$ cat src/svxe_defs.svh
// constants for the stop, vector-entry and exchange execution block
// assumes one cpu clock; included by bare name by the design file
`ifndef SVXE_DEFS_SVH
`define SVXE_DEFS_SVH
`define SVXE_OP_STOP1     8'hFF
`define SVXE_OP_STOP2     8'hB3
`define SVXE_OP_XDA       8'h79
`define SVXE_OP_XEDA      8'hCF
`define SVXE_OP_PFX       8'hDC
`define SVXE_OP_HL2       8'h01
`define SVXE_RA_HI        5'h0D
`define SVXE_RRA_HI       5'h0F
`define SVXE_RRB_HI       5'h1C
`define SVXE_POWER_CONTROL_REG_STOP    3
`define SVXE_VEC_BASE     14'h0000
`define SVXE_HL_IDX       2'h3
`endif

$ cat src/svxe_pkg.sv
// types for the stop, vector-entry and exchange execution block
// assumes the defs header sits on the include path
package svxe_pkg;
  typedef enum logic [3:0] {
    SVXE_FETCH,
    SVXE_STOP2,
    SVXE_HALT,
    SVXE_VEC1,
    SVXE_XDA,
    SVXE_XEDA,
    SVXE_PFX,
    SVXE_EHI,
    SVXE_IRQ,
    SVXE_RET
  } svxe_state_t;
endpackage

$ cat src/svxe_exec.sv
// execution of stop, vector entry and the exchange instructions
// assumes rom answers the cycle after o_rom_addr, ram write is a single-cycle strobe,
// ram read data is valid combinationally for the present o_ram_addr
`include "svxe_defs.svh"
`timescale 1ns/100ps
module svxe_exec (
  input  wire logic        i_clock,
  input  wire logic        i_nrst,
  input  wire logic [7:0]  i_rom_data,
  input  wire logic [3:0]  i_ram_rdata,
  input  wire logic        i_wake,
  input  wire logic        i_irq,
  input  wire logic [2:0]  i_irq_num,
  input  wire logic        i_interrupt_return_op,
  input  wire logic [1:0]  i_reg_bank_sel,
  input  wire logic [3:0]  i_mem_bank,
  output logic      [13:0] o_rom_addr,
  output logic      [11:0] o_ram_addr,
  output logic      [3:0]  o_ram_wdata,
  output logic             o_ram_we,
  output logic      [13:0] o_pc,
  output logic      [7:0]  o_ext_acc,
  output logic             o_mem_bank_en,
  output logic             o_reg_bank_en,
  output logic      [3:0]  o_power_control_reg,
  output logic             o_clock_stopped
);
  svxe_pkg::svxe_state_t st_r;
  logic [7:0]  wr_r [0:7];   // working registers of the active bank (mirror)
  logic [7:0]  addr_r;
  logic [1:0]  saved_flags_r;
  logic [2:0]  vec_r;
  logic [13:0] pc_r;
  logic [1:0]  bank_w;
  logic [7:0]  op_w;
  logic        pend_lo_r;    // low nibble loads from ram at the next edge
  logic        pend_hi_r;    // high nibble loads from ram at the next edge
  logic [7:0]  acc_w;        // accumulator with a pending ram load forwarded

  // ram read data belongs to the registered o_ram_addr, so a swap first
  // points the ram at its location together with the write strobe; at the
  // following edge the old nibble is taken while the ram stores the new one.
  // a later instruction that reads the accumulator in that same cycle sees
  // the forwarded value, so back-to-back exchanges stay correct
  assign acc_w = {pend_hi_r ? i_ram_rdata : o_ext_acc[7:4],
                  pend_lo_r ? i_ram_rdata : o_ext_acc[3:0]};

  // bank zero forced when register-bank enable is clear
  assign bank_w = o_reg_bank_en ? i_reg_bank_sel : 2'h0;
  assign op_w   = i_rom_data;

  // working register location in data memory, bank times eight
  function automatic logic [11:0] svxe_wreg(input logic [1:0] b, input logic [2:0] r);
    svxe_wreg = {7'h00, b, r};
  endfunction

  function automatic logic [11:0] svxe_dmem(input logic [3:0] mb, input logic [7:0] a);
    svxe_dmem = {mb, a};
  endfunction

  // main sequencer; the bank-enable flags change only on vector entry and interrupt return
  always_ff @(posedge i_clock) begin
    if (!i_nrst) begin
      st_r                <= svxe_pkg::SVXE_VEC1;
      vec_r               <= 3'h0;
      o_rom_addr          <= `SVXE_VEC_BASE;
      pc_r                <= 14'h0000;
      o_pc                <= 14'h0000;
      o_ext_acc           <= 8'h00;
      o_mem_bank_en       <= 1'b0;
      o_reg_bank_en       <= 1'b0;
      o_power_control_reg <= 4'h0;
      o_clock_stopped     <= 1'b0;
      o_ram_addr          <= 12'h000;
      o_ram_wdata         <= 4'h0;
      o_ram_we            <= 1'b0;
      addr_r              <= 8'h00;
      saved_flags_r       <= 2'h0;
      pend_lo_r           <= 1'b0;
      pend_hi_r           <= 1'b0;
      for (int i = 0; i < 8; i++) begin
        wr_r[i] <= 8'h00;
      end
    end else begin
      o_ram_we  <= 1'b0;
      pend_lo_r <= 1'b0;
      pend_hi_r <= 1'b0;
      // finish the read half of the previous swap
      if (pend_lo_r) begin
        o_ext_acc[3:0] <= i_ram_rdata;
      end
      if (pend_hi_r) begin
        o_ext_acc[7:4] <= i_ram_rdata;
      end
      case (st_r)
        svxe_pkg::SVXE_FETCH: begin
          o_rom_addr <= o_rom_addr + 14'h0001;
          if (i_irq) begin
            // push flags, then jump through the table
            saved_flags_r <= {o_mem_bank_en, o_reg_bank_en};
            vec_r         <= i_irq_num;
            o_rom_addr    <= `SVXE_VEC_BASE + {10'h000, i_irq_num, 1'b0};
            st_r          <= svxe_pkg::SVXE_VEC1;
          end else if (i_interrupt_return_op) begin
            {o_mem_bank_en, o_reg_bank_en} <= saved_flags_r;
          end else if (op_w == `SVXE_OP_STOP1) begin
            st_r <= svxe_pkg::SVXE_STOP2;
          end else if (op_w == `SVXE_OP_XDA) begin
            st_r <= svxe_pkg::SVXE_XDA;
          end else if (op_w == `SVXE_OP_XEDA) begin
            st_r <= svxe_pkg::SVXE_XEDA;
          end else if (op_w == `SVXE_OP_PFX) begin
            st_r <= svxe_pkg::SVXE_PFX;
          end else if (op_w[7:3] == `SVXE_RA_HI) begin
            // one-cycle swap of the low nibble with the working register
            o_ext_acc[3:0] <= wr_r[op_w[2:0]][3:0];
            wr_r[op_w[2:0]][3:0] <= acc_w[3:0];
            o_ram_addr  <= svxe_wreg(bank_w, op_w[2:0]);
            o_ram_wdata <= acc_w[3:0];
            o_ram_we    <= 1'b1;
          end else if (op_w[7:3] == `SVXE_RRA_HI) begin
            // even register of the pointer pair holds the address; ram data is taken at the next edge
            pend_lo_r   <= 1'b1;
            o_ram_addr  <= svxe_dmem(i_mem_bank, wr_r[op_w[2:0] & 3'h6]);
            o_ram_wdata <= acc_w[3:0];
            o_ram_we    <= 1'b1;
          end
        end
        svxe_pkg::SVXE_STOP2: begin
          if (op_w == `SVXE_OP_STOP2) begin
            o_power_control_reg[`SVXE_POWER_CONTROL_REG_STOP] <= 1'b1;
            o_clock_stopped <= 1'b1;
            st_r <= svxe_pkg::SVXE_HALT;
          end else begin
            st_r <= svxe_pkg::SVXE_FETCH;
          end
          o_rom_addr <= o_rom_addr + 14'h0001;
        end
        svxe_pkg::SVXE_HALT: begin
          // nothing advances; the no-op padding is software's job
          if (i_wake) begin
            o_power_control_reg[`SVXE_POWER_CONTROL_REG_STOP] <= 1'b0;
            o_clock_stopped <= 1'b0;
            st_r <= svxe_pkg::SVXE_FETCH;
          end
        end
        svxe_pkg::SVXE_VEC1: begin
          {o_mem_bank_en, o_reg_bank_en} <= op_w[7:6];
          pc_r[13:8] <= op_w[5:0];
          o_rom_addr <= o_rom_addr + 14'h0001;
          st_r       <= svxe_pkg::SVXE_RET;
        end
        svxe_pkg::SVXE_RET: begin
          // target stays in the 14-bit rom space by width
          o_pc       <= {pc_r[13:8], op_w};
          o_rom_addr <= {pc_r[13:8], op_w};
          st_r       <= svxe_pkg::SVXE_FETCH;
        end
        svxe_pkg::SVXE_XDA: begin
          pend_lo_r      <= 1'b1;
          o_ram_wdata    <= acc_w[3:0];
          o_ram_addr     <= svxe_dmem(i_mem_bank, op_w);
          o_ram_we       <= 1'b1;
          o_rom_addr     <= o_rom_addr + 14'h0001;
          st_r           <= svxe_pkg::SVXE_FETCH;
        end
        svxe_pkg::SVXE_XEDA: begin
          addr_r         <= op_w;
          pend_lo_r      <= 1'b1;
          o_ram_wdata    <= acc_w[3:0];
          o_ram_addr     <= svxe_dmem(i_mem_bank, op_w);
          o_ram_we       <= 1'b1;
          st_r           <= svxe_pkg::SVXE_EHI;
        end
        svxe_pkg::SVXE_PFX: begin
          if (op_w == `SVXE_OP_HL2) begin
            addr_r         <= wr_r[{`SVXE_HL_IDX, 1'b0}];
            pend_lo_r      <= 1'b1;
            o_ram_wdata    <= acc_w[3:0];
            o_ram_addr     <= svxe_dmem(i_mem_bank, wr_r[{`SVXE_HL_IDX, 1'b0}]);
            o_ram_we       <= 1'b1;
            st_r           <= svxe_pkg::SVXE_EHI;
          end else begin
            if (op_w[7:3] == `SVXE_RRB_HI) begin
              o_ext_acc <= wr_r[{op_w[2:1], 1'b0}];
              wr_r[{op_w[2:1], 1'b0}] <= acc_w;
            end
            o_rom_addr <= o_rom_addr + 14'h0001;
            st_r       <= svxe_pkg::SVXE_FETCH;
          end
        end
        svxe_pkg::SVXE_EHI: begin
          // second nibble at address plus one
          pend_hi_r      <= 1'b1;
          o_ram_wdata    <= acc_w[7:4];
          o_ram_addr     <= svxe_dmem(i_mem_bank, addr_r + 8'h01);
          o_ram_we       <= 1'b1;
          o_rom_addr     <= o_rom_addr + 14'h0001;
          st_r           <= svxe_pkg::SVXE_FETCH;
        end
        default: st_r <= svxe_pkg::SVXE_FETCH;
      endcase
    end
  end
endmodule

$ cat config.mk
export PLATFORM = sky130hd
export DESIGN_NAME = svxe_exec
export DESIGN_NICKNAME = d
export VERILOG_FILES = /design/src/svxe_pkg.sv /design/src/svxe_exec.sv
export VERILOG_INCLUDE_DIRS = /design/src /design/src/src
export SDC_FILE = /design/constraint.sdc
export NUM_CORES = 1
export LEC_CHECK = 0
export BUFFER_PORTS_ARGS = -buffer_cell sky130_fd_sc_hd__buf_4
export CORE_MARGIN = 3
export CORE_UTILIZATION = 30
export CTS_BUF_LIST = sky130_fd_sc_hd__clkbuf_8
export DETAILED_ROUTE_END_ITERATION = 10
export HOLD_SLACK_MARGIN = 0.02
export PLACE_DENSITY = 0.49
export SLEW_MARGIN = 15
export SYNTH_ARGS = -nofsm -noshare
export SYNTH_HDL_FRONTEND = slang
export SYNTH_SLANG_ARGS = --single-unit
$ cat constraint.sdc
create_clock -name i_clock -period 3.19 [get_ports i_clock]
set_input_delay 0.1595 -clock i_clock [delete_from_list [all_inputs] [get_ports i_clock]]
set_output_delay 0.1595 -clock i_clock [all_outputs]
set_load 0.05 [all_outputs]
# == Word level (Yosys, flattened, before mapping) ==
# Memories as Yosys holds them, arrays and structs flattened.
# Index checks and enable logic that the tools add are counted.
# word_totals
reg_bits,78
ramBits,64
output_inout_bits,60
wordCells,166
n_memories,1
# classes
addsub,2
eq_ne,31
mux,99
n_reduce_logical,18
# mem_list
name,words,width,read_ports,rd_ports_with_merged_regs,write_ports,line,text
wr_r,8,8,3,0,8,svxe_exec.sv:29,logic [7:0] wr_r [0:7];
# op_table
cell,count
$mux 12,9
$mux 4,26
$pmux 14 s4,1
$pmux 12 s4,1
$mux 8,5
$mux 1,39
$eq 8x8->1 const B,4
$mux 14,2
$pmux 4 s6,1
$ne 2x2->1 const B,11
$eq 4x3->1 const B,4
$pmux 4 s4,1
$pmux 8 s2,1
$reduce_or 8->1,2
$add 14x1->14 const B,1
$eq 5x4->1 const B,2
$mux 3,3
$reduce_and 3->1,3
$reduce_and 9->1,1
$add 8x1->8 const B,1
$eq 4x2->1 const B,2
$eq 8x1->1 const B,1
$eq 8x7->1 const B,1
$mux 2,4
other kinds (15),24

# == Depth between registers and ports, before layout ==
# Gate-level depths: netlist of the first run.
# logic_depth
depth_word,14
mapped_depth,8
mapped_depth_nobuf,6

# == Least setup slack after synthesis of the first run ==
# OpenSTA, ideal clock, no wires.
# synth_path
kind,flip-flop to flip-flop
from,reg st_r[1]
to,mem wr_r[2][0] (enable)
setup_time_ps,361
arrival_time_ps,2080
t_required_ps,2829
path_slack_ps,749
path_stages_with_launch,6
n_path_buf,0
period_less_slack_ps,2441
path_cell_list,dfxtp_1 > or4_4 > or4_4 > nor3_4 > a21oi_1 > o21ai_0
# synth_lines
element,line,text
"start, declared",svxe_exec.sv:28,svxe_pkg::svxe_state_t st_r;
"start signal, assigned",svxe_exec.sv:64,st_r <= svxe_pkg::SVXE_VEC1;
"start signal, assigned",svxe_exec.sv:103,st_r <= svxe_pkg::SVXE_VEC1;
"start signal, assigned",svxe_exec.sv:107,st_r <= svxe_pkg::SVXE_STOP2;
"end, declared",svxe_exec.sv:29,

==> results of run 1 <==
[cells in the mapped netlist (10+ instances only)]
cell	number	area, um^2
nand2_1	98	368
nor2b_1	10	62.6
nand3_1	23	115
mux4_2	16	360
a21oi_1	73	365
dfxtp_1	78	1560
a211oi_1	16	120
mux2i_1	16	160
edfxtp_1	48	1440
clkbuf_1	37	139
o21ai_0	31	155
nor2_1	93	349
[per-layer routing]
metal | wire length, um | vias to the layer above
li1 | - | 2687
met1 | 8980 | 2802
met2 | 9980 | 216
met3 | 1290 | 25
met4 | 306 | 0
met5 | 0 | -
[metrics by stage]
step,setup slack [ps],power (W)
floorplan,749,0.00254
global placement,571,0.00286
finish,462,0.00421
global route,357,0.00444
detailed placement,497,0.00288
CTS,470,0.00425
[final timing paths]
kind	startpoint	end	slack, ps	depth (start not counted)
worst max-delay path	st_r[0]	wr_r[4][3]	460	5
worst min-delay path	i_wake	o_power_control_reg[3]	60	4
worst max register to register	st_r[0]	wr_r[4][3]	460	5
worst min register to register	o_ram_addr[11]	o_ram_addr[11]	460	2
[cell type report]
cell class                 instances  share of cell area
clock buffer                      17              0.0303
sequential                       126               0.389
multi-input combinational        511               0.410
tap                              270              0.0438
clock inverter                    15              0.0191
inverter                           6             0.00292
timing repair buffer             106               0.105
[timing repair]
| action | 4_1_cts | 5_1_grt |
|---|---|---|
| setup buffers | 0 | 0 |
| resized for setup | 0 | 0 |
| endpoints found under the hold margin | 6 | 0 |
| hold buffers | 6 | 0 |
[power breakdown]
part | leakage, nW | switching, W | total (W) | internal, W
Sequential | 1.13 | 0.0000851 | 0.00185 | 0.00176
Combinational | 1.43 | 0.000671 | 0.00101 | 0.000339
Clock | 0.184 | 0.000671 | 0.00136 | 0.000688
[kinds of logic after synthesis]
| kind of cell | after synthesis | share of synthesized area |
|---|---|---|
| buffers and inverters | 60 | 0.0395 |
| XOR/XNOR | 7 | 0.00958 |
| AO/OA/AOI/OAI | 179 | 0.180 |
| AND/OR/NAND/NOR | 283 | 0.207 |
| flip-flops | 126 | 0.469 |
| multiplexers | 37 | 0.0901 |
| adder cells (fa/ha/maj) | 2 | 0.00391 |
| other | 1 | 0.000586 |
[worst register-to-register path, delay by kind of cell (launching register included)]
kind / cells / cell delay, ps
flip-flops: 1 / 330
AND/OR/NAND/NOR: 3 / 1360
AO/OA/AOI/OAI: 2 / 680
==> flow_metrics.py, run 1 <==
metrics = {
    "outcome": {
        "status": "complete, no violations",
    },
    "routing": {
        "drtIter0Drc": 557,
        "firstDrtPassIters": 5,
        "wl_per_cell_um": 19.6,
        "wl_um": 20600,
        "viasPerCell": 5.45,
        "ant_nets": 0,
        "vias": 5730,
        "drc": 0,
    },
    "global_routing": {
        "grt_pass1_wl_um": 32200,
        "grtUsageMet3": 0.0356,
        "grt_busiest_layer": "met2",
        "gr-total-overflow": 0,
        "gr-usage-met2": 0.290,
        "grt_pass1_vias": 5682,
        "grt_max_degree": 39,
        "grt_antenna_before_repair": 0,
        "track_usage": 0.175,
        "use_met1": 0.235,
    },
    "logic_synthesis": {
        "synth-seq-cells": 126,
        "syn_area_mm2": 0.00640,
        "synth_cell_types": 67,
        "synth-seq-area-share": 0.469,
        "syn_area_per_cell_um2": 9.21,
        "synthFlopType": "dfxtp_1",
        "synth_warnings": 0,
        "synth_cells": 695,
        "synth_async_sr_flop_share": 0,
        "synth_edf_count": 48,
    },
    "finish": {
        "regArea_mm2": 0.00300,
        "diodes": 0,
        "mostFrequentLayoutCell": "buf_4",
        "top_regs": "wr_r x48, o_pc x14, o_rom_addr x14",
        "stdcell_count": 1051,
        "multiInputGateArea_mm2": 0.00316,
        "drive_gt1_frac": 0.218,
        "synthToLayoutAreaGrowth_pct": 20.5,
        "fill_cells": 2053,
        "largest_register": "wr_r",
        "largest_reg_flops": 48,
        "final_nets": 796,
        "final_util": 0.374,
        "design_area_mm2": 0.00771,
        "layout_common_cells": "buf_4, nand2_1, nor2_1",
    },
    "die": {
        "rows": 52,
        "start_util": 0.310,
        "die_x_um": 152,
        "dieArea_mm2": 0.0231,
        "die_h_um": 152,
        "core_mm2": 0.0206,
        "io_pins": 86,
    },
    "worst_setup_path": {
        "cp.arrival_ps": 2810,
        "crit_path_cell_trace": "or4_4, or4_4, nor3_4, a21oi_1, o21ai_0",
        "crit_path_top_delay_cell": "or4_4",
        "crit_path_max_fanout": 5,
        "cp-start-kind": "flip-flop",
        "cpLargestDelayFamily": "simple AND/OR/NAND/NOR gates",
        "cp-end-kind": "flip-flop",
        "critPathBufInv": 0,
        "path_common_cell": "or4_4",
        "criticalPathCategory": "flip-flop to flip-flop",
        "worst_path_largest_cell_delay_ps": 570,
        "cp.required_ps": 3270,
    },
    "timing": {
        "slew_headroom": 0.520,
        "min_period_over_period": 0.855,
        "timing.hold.ws_ps": 59.4,
        "timing.setup.tns_ps": 0,
        "fin_crit_ps": 2730,
        "drv_slew": 0,
        "fin_skew_ps": 12.2,
        "max_freq_ghz": 0.367,
        "setup_viol": 0,
        "timing_hold_violations_final": 0,
        "worst_pin_slew_ps": 700,
        "rsz0062_at_grt": "no",
    },
    "cts": {
        "worstSkewPairLatency_ps": 440,
        "cts_root_buf": "clkbuf_8",
        "cts.sinks": 126,
        "tritoncts": "yes",
        "clockBufferDepth": 2,
        "numCtsBuffers": 17,
        "clk_pin_slew_worst_paths_ps": 80,
        "htreeDepth": 4,
    },
    "flow_run": {
        "cap_violations": 0,
    },
    "place": {
        "dp_cells": 1013,
        "place_congestion": 0.859,
        "hpwl_um": 14700,
        "port_buffers": 82,
        "place_area_mm2": 0.00727,
    },
    "pwr": {
        "power-per-cell-area_mw_per_mm2": 546,
        "ir_worst_vdd_mv": 0.212,
        "leakage_nw": 2.74,
    },
    "min_path": {
        "hp-class": "input pin to flip-flop",
    },
}
Note: power is estimated with default switching activity, not from simulation.
==> run 2, diff against run 1 <==
--- a/config.mk
+++ b/config.mk
@@ -6,13 +6,16 @@
 export SDC_FILE = /design/constraint.sdc
 export NUM_CORES = 1
 export LEC_CHECK = 0
+export ABC_AREA = 1
 export BUFFER_PORTS_ARGS = -buffer_cell sky130_fd_sc_hd__buf_4
+export CORE_ASPECT_RATIO = 1.75
 export CORE_MARGIN = 3
 export CORE_UTILIZATION = 30
 export CTS_BUF_LIST = sky130_fd_sc_hd__clkbuf_8
 export DETAILED_ROUTE_END_ITERATION = 10
 export HOLD_SLACK_MARGIN = 0.02
 export PLACE_DENSITY = 0.49
+export SKIP_LAST_GASP = 1
 export SLEW_MARGIN = 15
 export SYNTH_ARGS = -nofsm -noshare
 export SYNTH_HDL_FRONTEND = slang
==> run 2 against run 1 <==
  * Sequential share of layout area is essentially flat
  * Largest cell class is now flip-flops and latches
  * Largest power group unchanged
  * Core utilization shrank 0.70 points
  * Critical path type unchanged
  * Global-route usage grew 2.0 points
==> flow_metrics.py, run 2 <==
metrics = {
    "min_path": {
        "hold_depth": 3,
        "hp-class": "input pin to flip-flop",
        "hold_path_end": "o_mem_bank_en",
        "hold_path.startpoint": "i_rom_data[7]",
    },
    "logic_synthesis": {
        "synth_edf_count": 48,
        "synth_async_sr_flop_share": 0,
        "synth-seq-cells": 126,
        "synth_area_leaders": "dfxtp_1, edfxtp_1, nand2_1",
        "synthFlopType": "dfxtp_1",
        "synth_top_cell_area_share": 0.243,
        "synth_common_cells": "nand2_1, nor2_1, dfxtp_1",
        "synth.largest_area_cell": "dfxtp_1",
        "synth_cell_types": 45,
        "synth.most_common_cell": "nand2_1",
        "synth_cells": 869,
        "synth-seq-area-share": 0.467,
        "synth_warnings": 0,
        "syn_area_mm2": 0.00643,
        "syn_area_per_cell_um2": 7.40,
    },
    "routing": {
        "drc": 0,
        "wl_um": 22300,
        "viasPerCell": 5.11,
        "vias": 6219,
        "wl_per_cell_um": 18.3,
        "ant_nets": 0,
        "drtIter0Drc": 339,
        "firstDrtPassIters": 5,
    },
    "timing": {
        "worst_pin_slew_ps": 656,
        "setup_viol": 0,
        "timing_hold_violations_final": 0,
        "timing.setup.tns_ps": 0,
        "min_period_over_period": 0.645,
        "drv_slew": 0,
        "slew_headroom": 0.563,
        "rsz0062_at_grt": "no",
        "fin_skew_ps": 12.5,
        "max_freq_ghz": 0.486,
        "fin_crit_ps": 2060,
    },
    "finish": {
        "multiInputGateArea_mm2": 0.00294,
        "design_area_mm2": 0.00772,
        "mostFrequentLayoutCell": "nand2_1",
        "largest_reg_flops": 48,
        "fill_cells": 2279,
        "final_nets": 980,
        "regArea_mm2": 0.00300,
        "final_util": 0.367,
        "layout_common_cells": "nand2_1, nor2_1, buf_4",
        "drive_gt1_frac": 0.159,
        "diodes": 0,
        "top_regs": "wr_r x48, o_pc x14, o_rom_addr x14",
        "synthToLayoutAreaGrowth_pct": 20.0,
        "largest_register": "wr_r",
    },
    "cts": {
        "cts.sinks": 126,
        "worstSkewPairLatency_ps": 450,
        "htreeDepth": 4,
        "tritoncts": "yes",
        "numCtsBuffers": 17,
        "cts_root_buf": "clkbuf_8",
        "cts_resized": 0,
        "clk_pin_slew_worst_paths_ps": 80,
        "post-cts-setup-buffer-count": 0,
        "holdBufCountCts": 7,
        "clockBufferDepth": 2,
    },
    "worst_setup_path": {
        "cp.arrival_ps": 2200,
        "cp-end-kind": "flip-flop",
        "crit_path_top_delay_cell": "dfxtp_1",
        "path_common_cell": "nand2_1",
        "worst_path_largest_cell_delay_ps": 360,
        "cp-start-kind": "flip-flop",
        "regToRegEndpoint": "wr_r[6][5]",
        "r2r-start": "st_r[1]",
        "worst-r2r-cell-count": 8,
        "ff2ff_setup_slack_ps": 1130,
        "crit_path_max_fanout": 17,
        "cp.required_ps": 3330,
        "criticalPathCategory": "flip-flop to flip-flop",
        "crit_path_cell_trace": "inv_1, nor2_1, nand2_4, nor2_4, nand2_1, inv_1, nand2_1, nand2_1",
    },
    "global_routing": {
        "grt_max_degree": 59,
        "track_usage": 0.196,
        "grt_antenna_before_repair": 0,
        "grt_pass1_vias": 6390,
        "grt_pass1_wl_um": 34100,
        "gr-total-overflow": 0,
    },
    "die": {
        "rows": 70,
        "die_x_um": 117,
        "core_mm2": 0.0210,
        "io_pins": 86,
        "dieArea_mm2": 0.0233,
        "die_h_um": 200,
        "start_util": 0.306,
    },
    "pwr": {
        "ir_worst_vdd_mv": 0.208,
        "p_sw_frac": 0.335,
        "pwr-share-comb": 0.210,
        "total_power_w": 0.00420,
        "power_switching_w": 0.00141,
        "intPower_w": 0.00279,
        "leakage_nw": 3.17,
        "seqPwrFrac": 0.445,
        "p_clk_frac": 0.345,
        "power-per-cell-area_mw_per_mm2": 544,
    },
    "place": {
        "hpwl_um": 16900,
        "place_congestion": 0.880,
        "place_area_mm2": 0.00724,
        "port_buffers": 82,
    },
    "flow_run": {
        "cap_violations": 0,
    },
    "outcome": {
        "status": "complete, no violations",
    },
}
-- run 2: power groups by stage --
stage	logic [W]	clock network (W)	registers, W
after global routing	0.000966	0.00155	0.00189
after floorplan	0.000437	0	0.00206
after CTS	0.000887	0.00147	0.00187
after detailed placement	0.000878	0	0.00191
after global placement	0.000879	0	0.00191
final	0.000881	0.00145	0.00187
-- run 2: how the worst max path moves through the flow --
stage | startpoint | endpoint | slack, ps | cells past startpoint
6_report | st_r[1] | wr_r[6][5] | 1130 | 8
5_1_grt | st_r[2] | wr_r[5][0] | 940 | 9
4_1_cts | st_r[2] | wr_r[2][6] | 1140 | 8
3_5_place_dp | i_rom_data[7] | o_ext_acc[1] | 1150 | 9
3_3_place_gp | i_rom_data[7] | o_ext_acc[1] | 1160 | 9
2_1_floorplan | o_rom_addr[0] | o_rom_addr[10] | 1340 | 8
-- run 2: logic make-up after synthesis --
| logic type | synth area share |
|---|---|
| AO/OA/AOI/OAI | 0.156 |
| XOR/XNOR | 0.00272 |
| adder cells (fa/ha/maj) | 0.00389 |
| buffers and inverters | 0.0767 |
| flip-flops | 0.467 |
| other | 0.000583 |
| AND/OR/NAND/NOR | 0.294 |
-- run 2: cell type report --
class | instances | share of cell area
clock buffers | 17 | 0.0303
inverters | 72 | 0.0353
well taps | 252 | 0.0409
repair buffers | 101 | 0.101
flip-flops and latches | 126 | 0.389
multi-input cells | 634 | 0.381
clock inverters | 15 | 0.0224
-- run 2: critical path: cells and delay by family, from the launching register on --
| kind | cells | cell delay (ps) |
|---|---|---|
| and+or+nand+nor | 6 | 1120 |
| DFF | 1 | 360 |
| buffers and inverters | 2 | 270 |
-- run 2: per-layer routing --
layer / routed length (um) / vias up / global-route usage
met5: 0 / - / 0
met4: 1080 / 0 / 0.119
met3: 607 / 58 / 0.0236
met2: 12800 / 170 / 0.381
met1: 7820 / 2940 / 0.188
li1: - / 3051 / -
-- run 2: per-stage QoR --
stage,hold WS (ps),cells,setup WS [ps]
2_1_floorplan,299,871,1340
3_3_place_gp,394,1178,1160
3_5_place_dp,408,1178,1150
4_1_cts,30.5,1217,1140
5_1_grt,49.5,1217,940
6_report,61.6,1217,1130
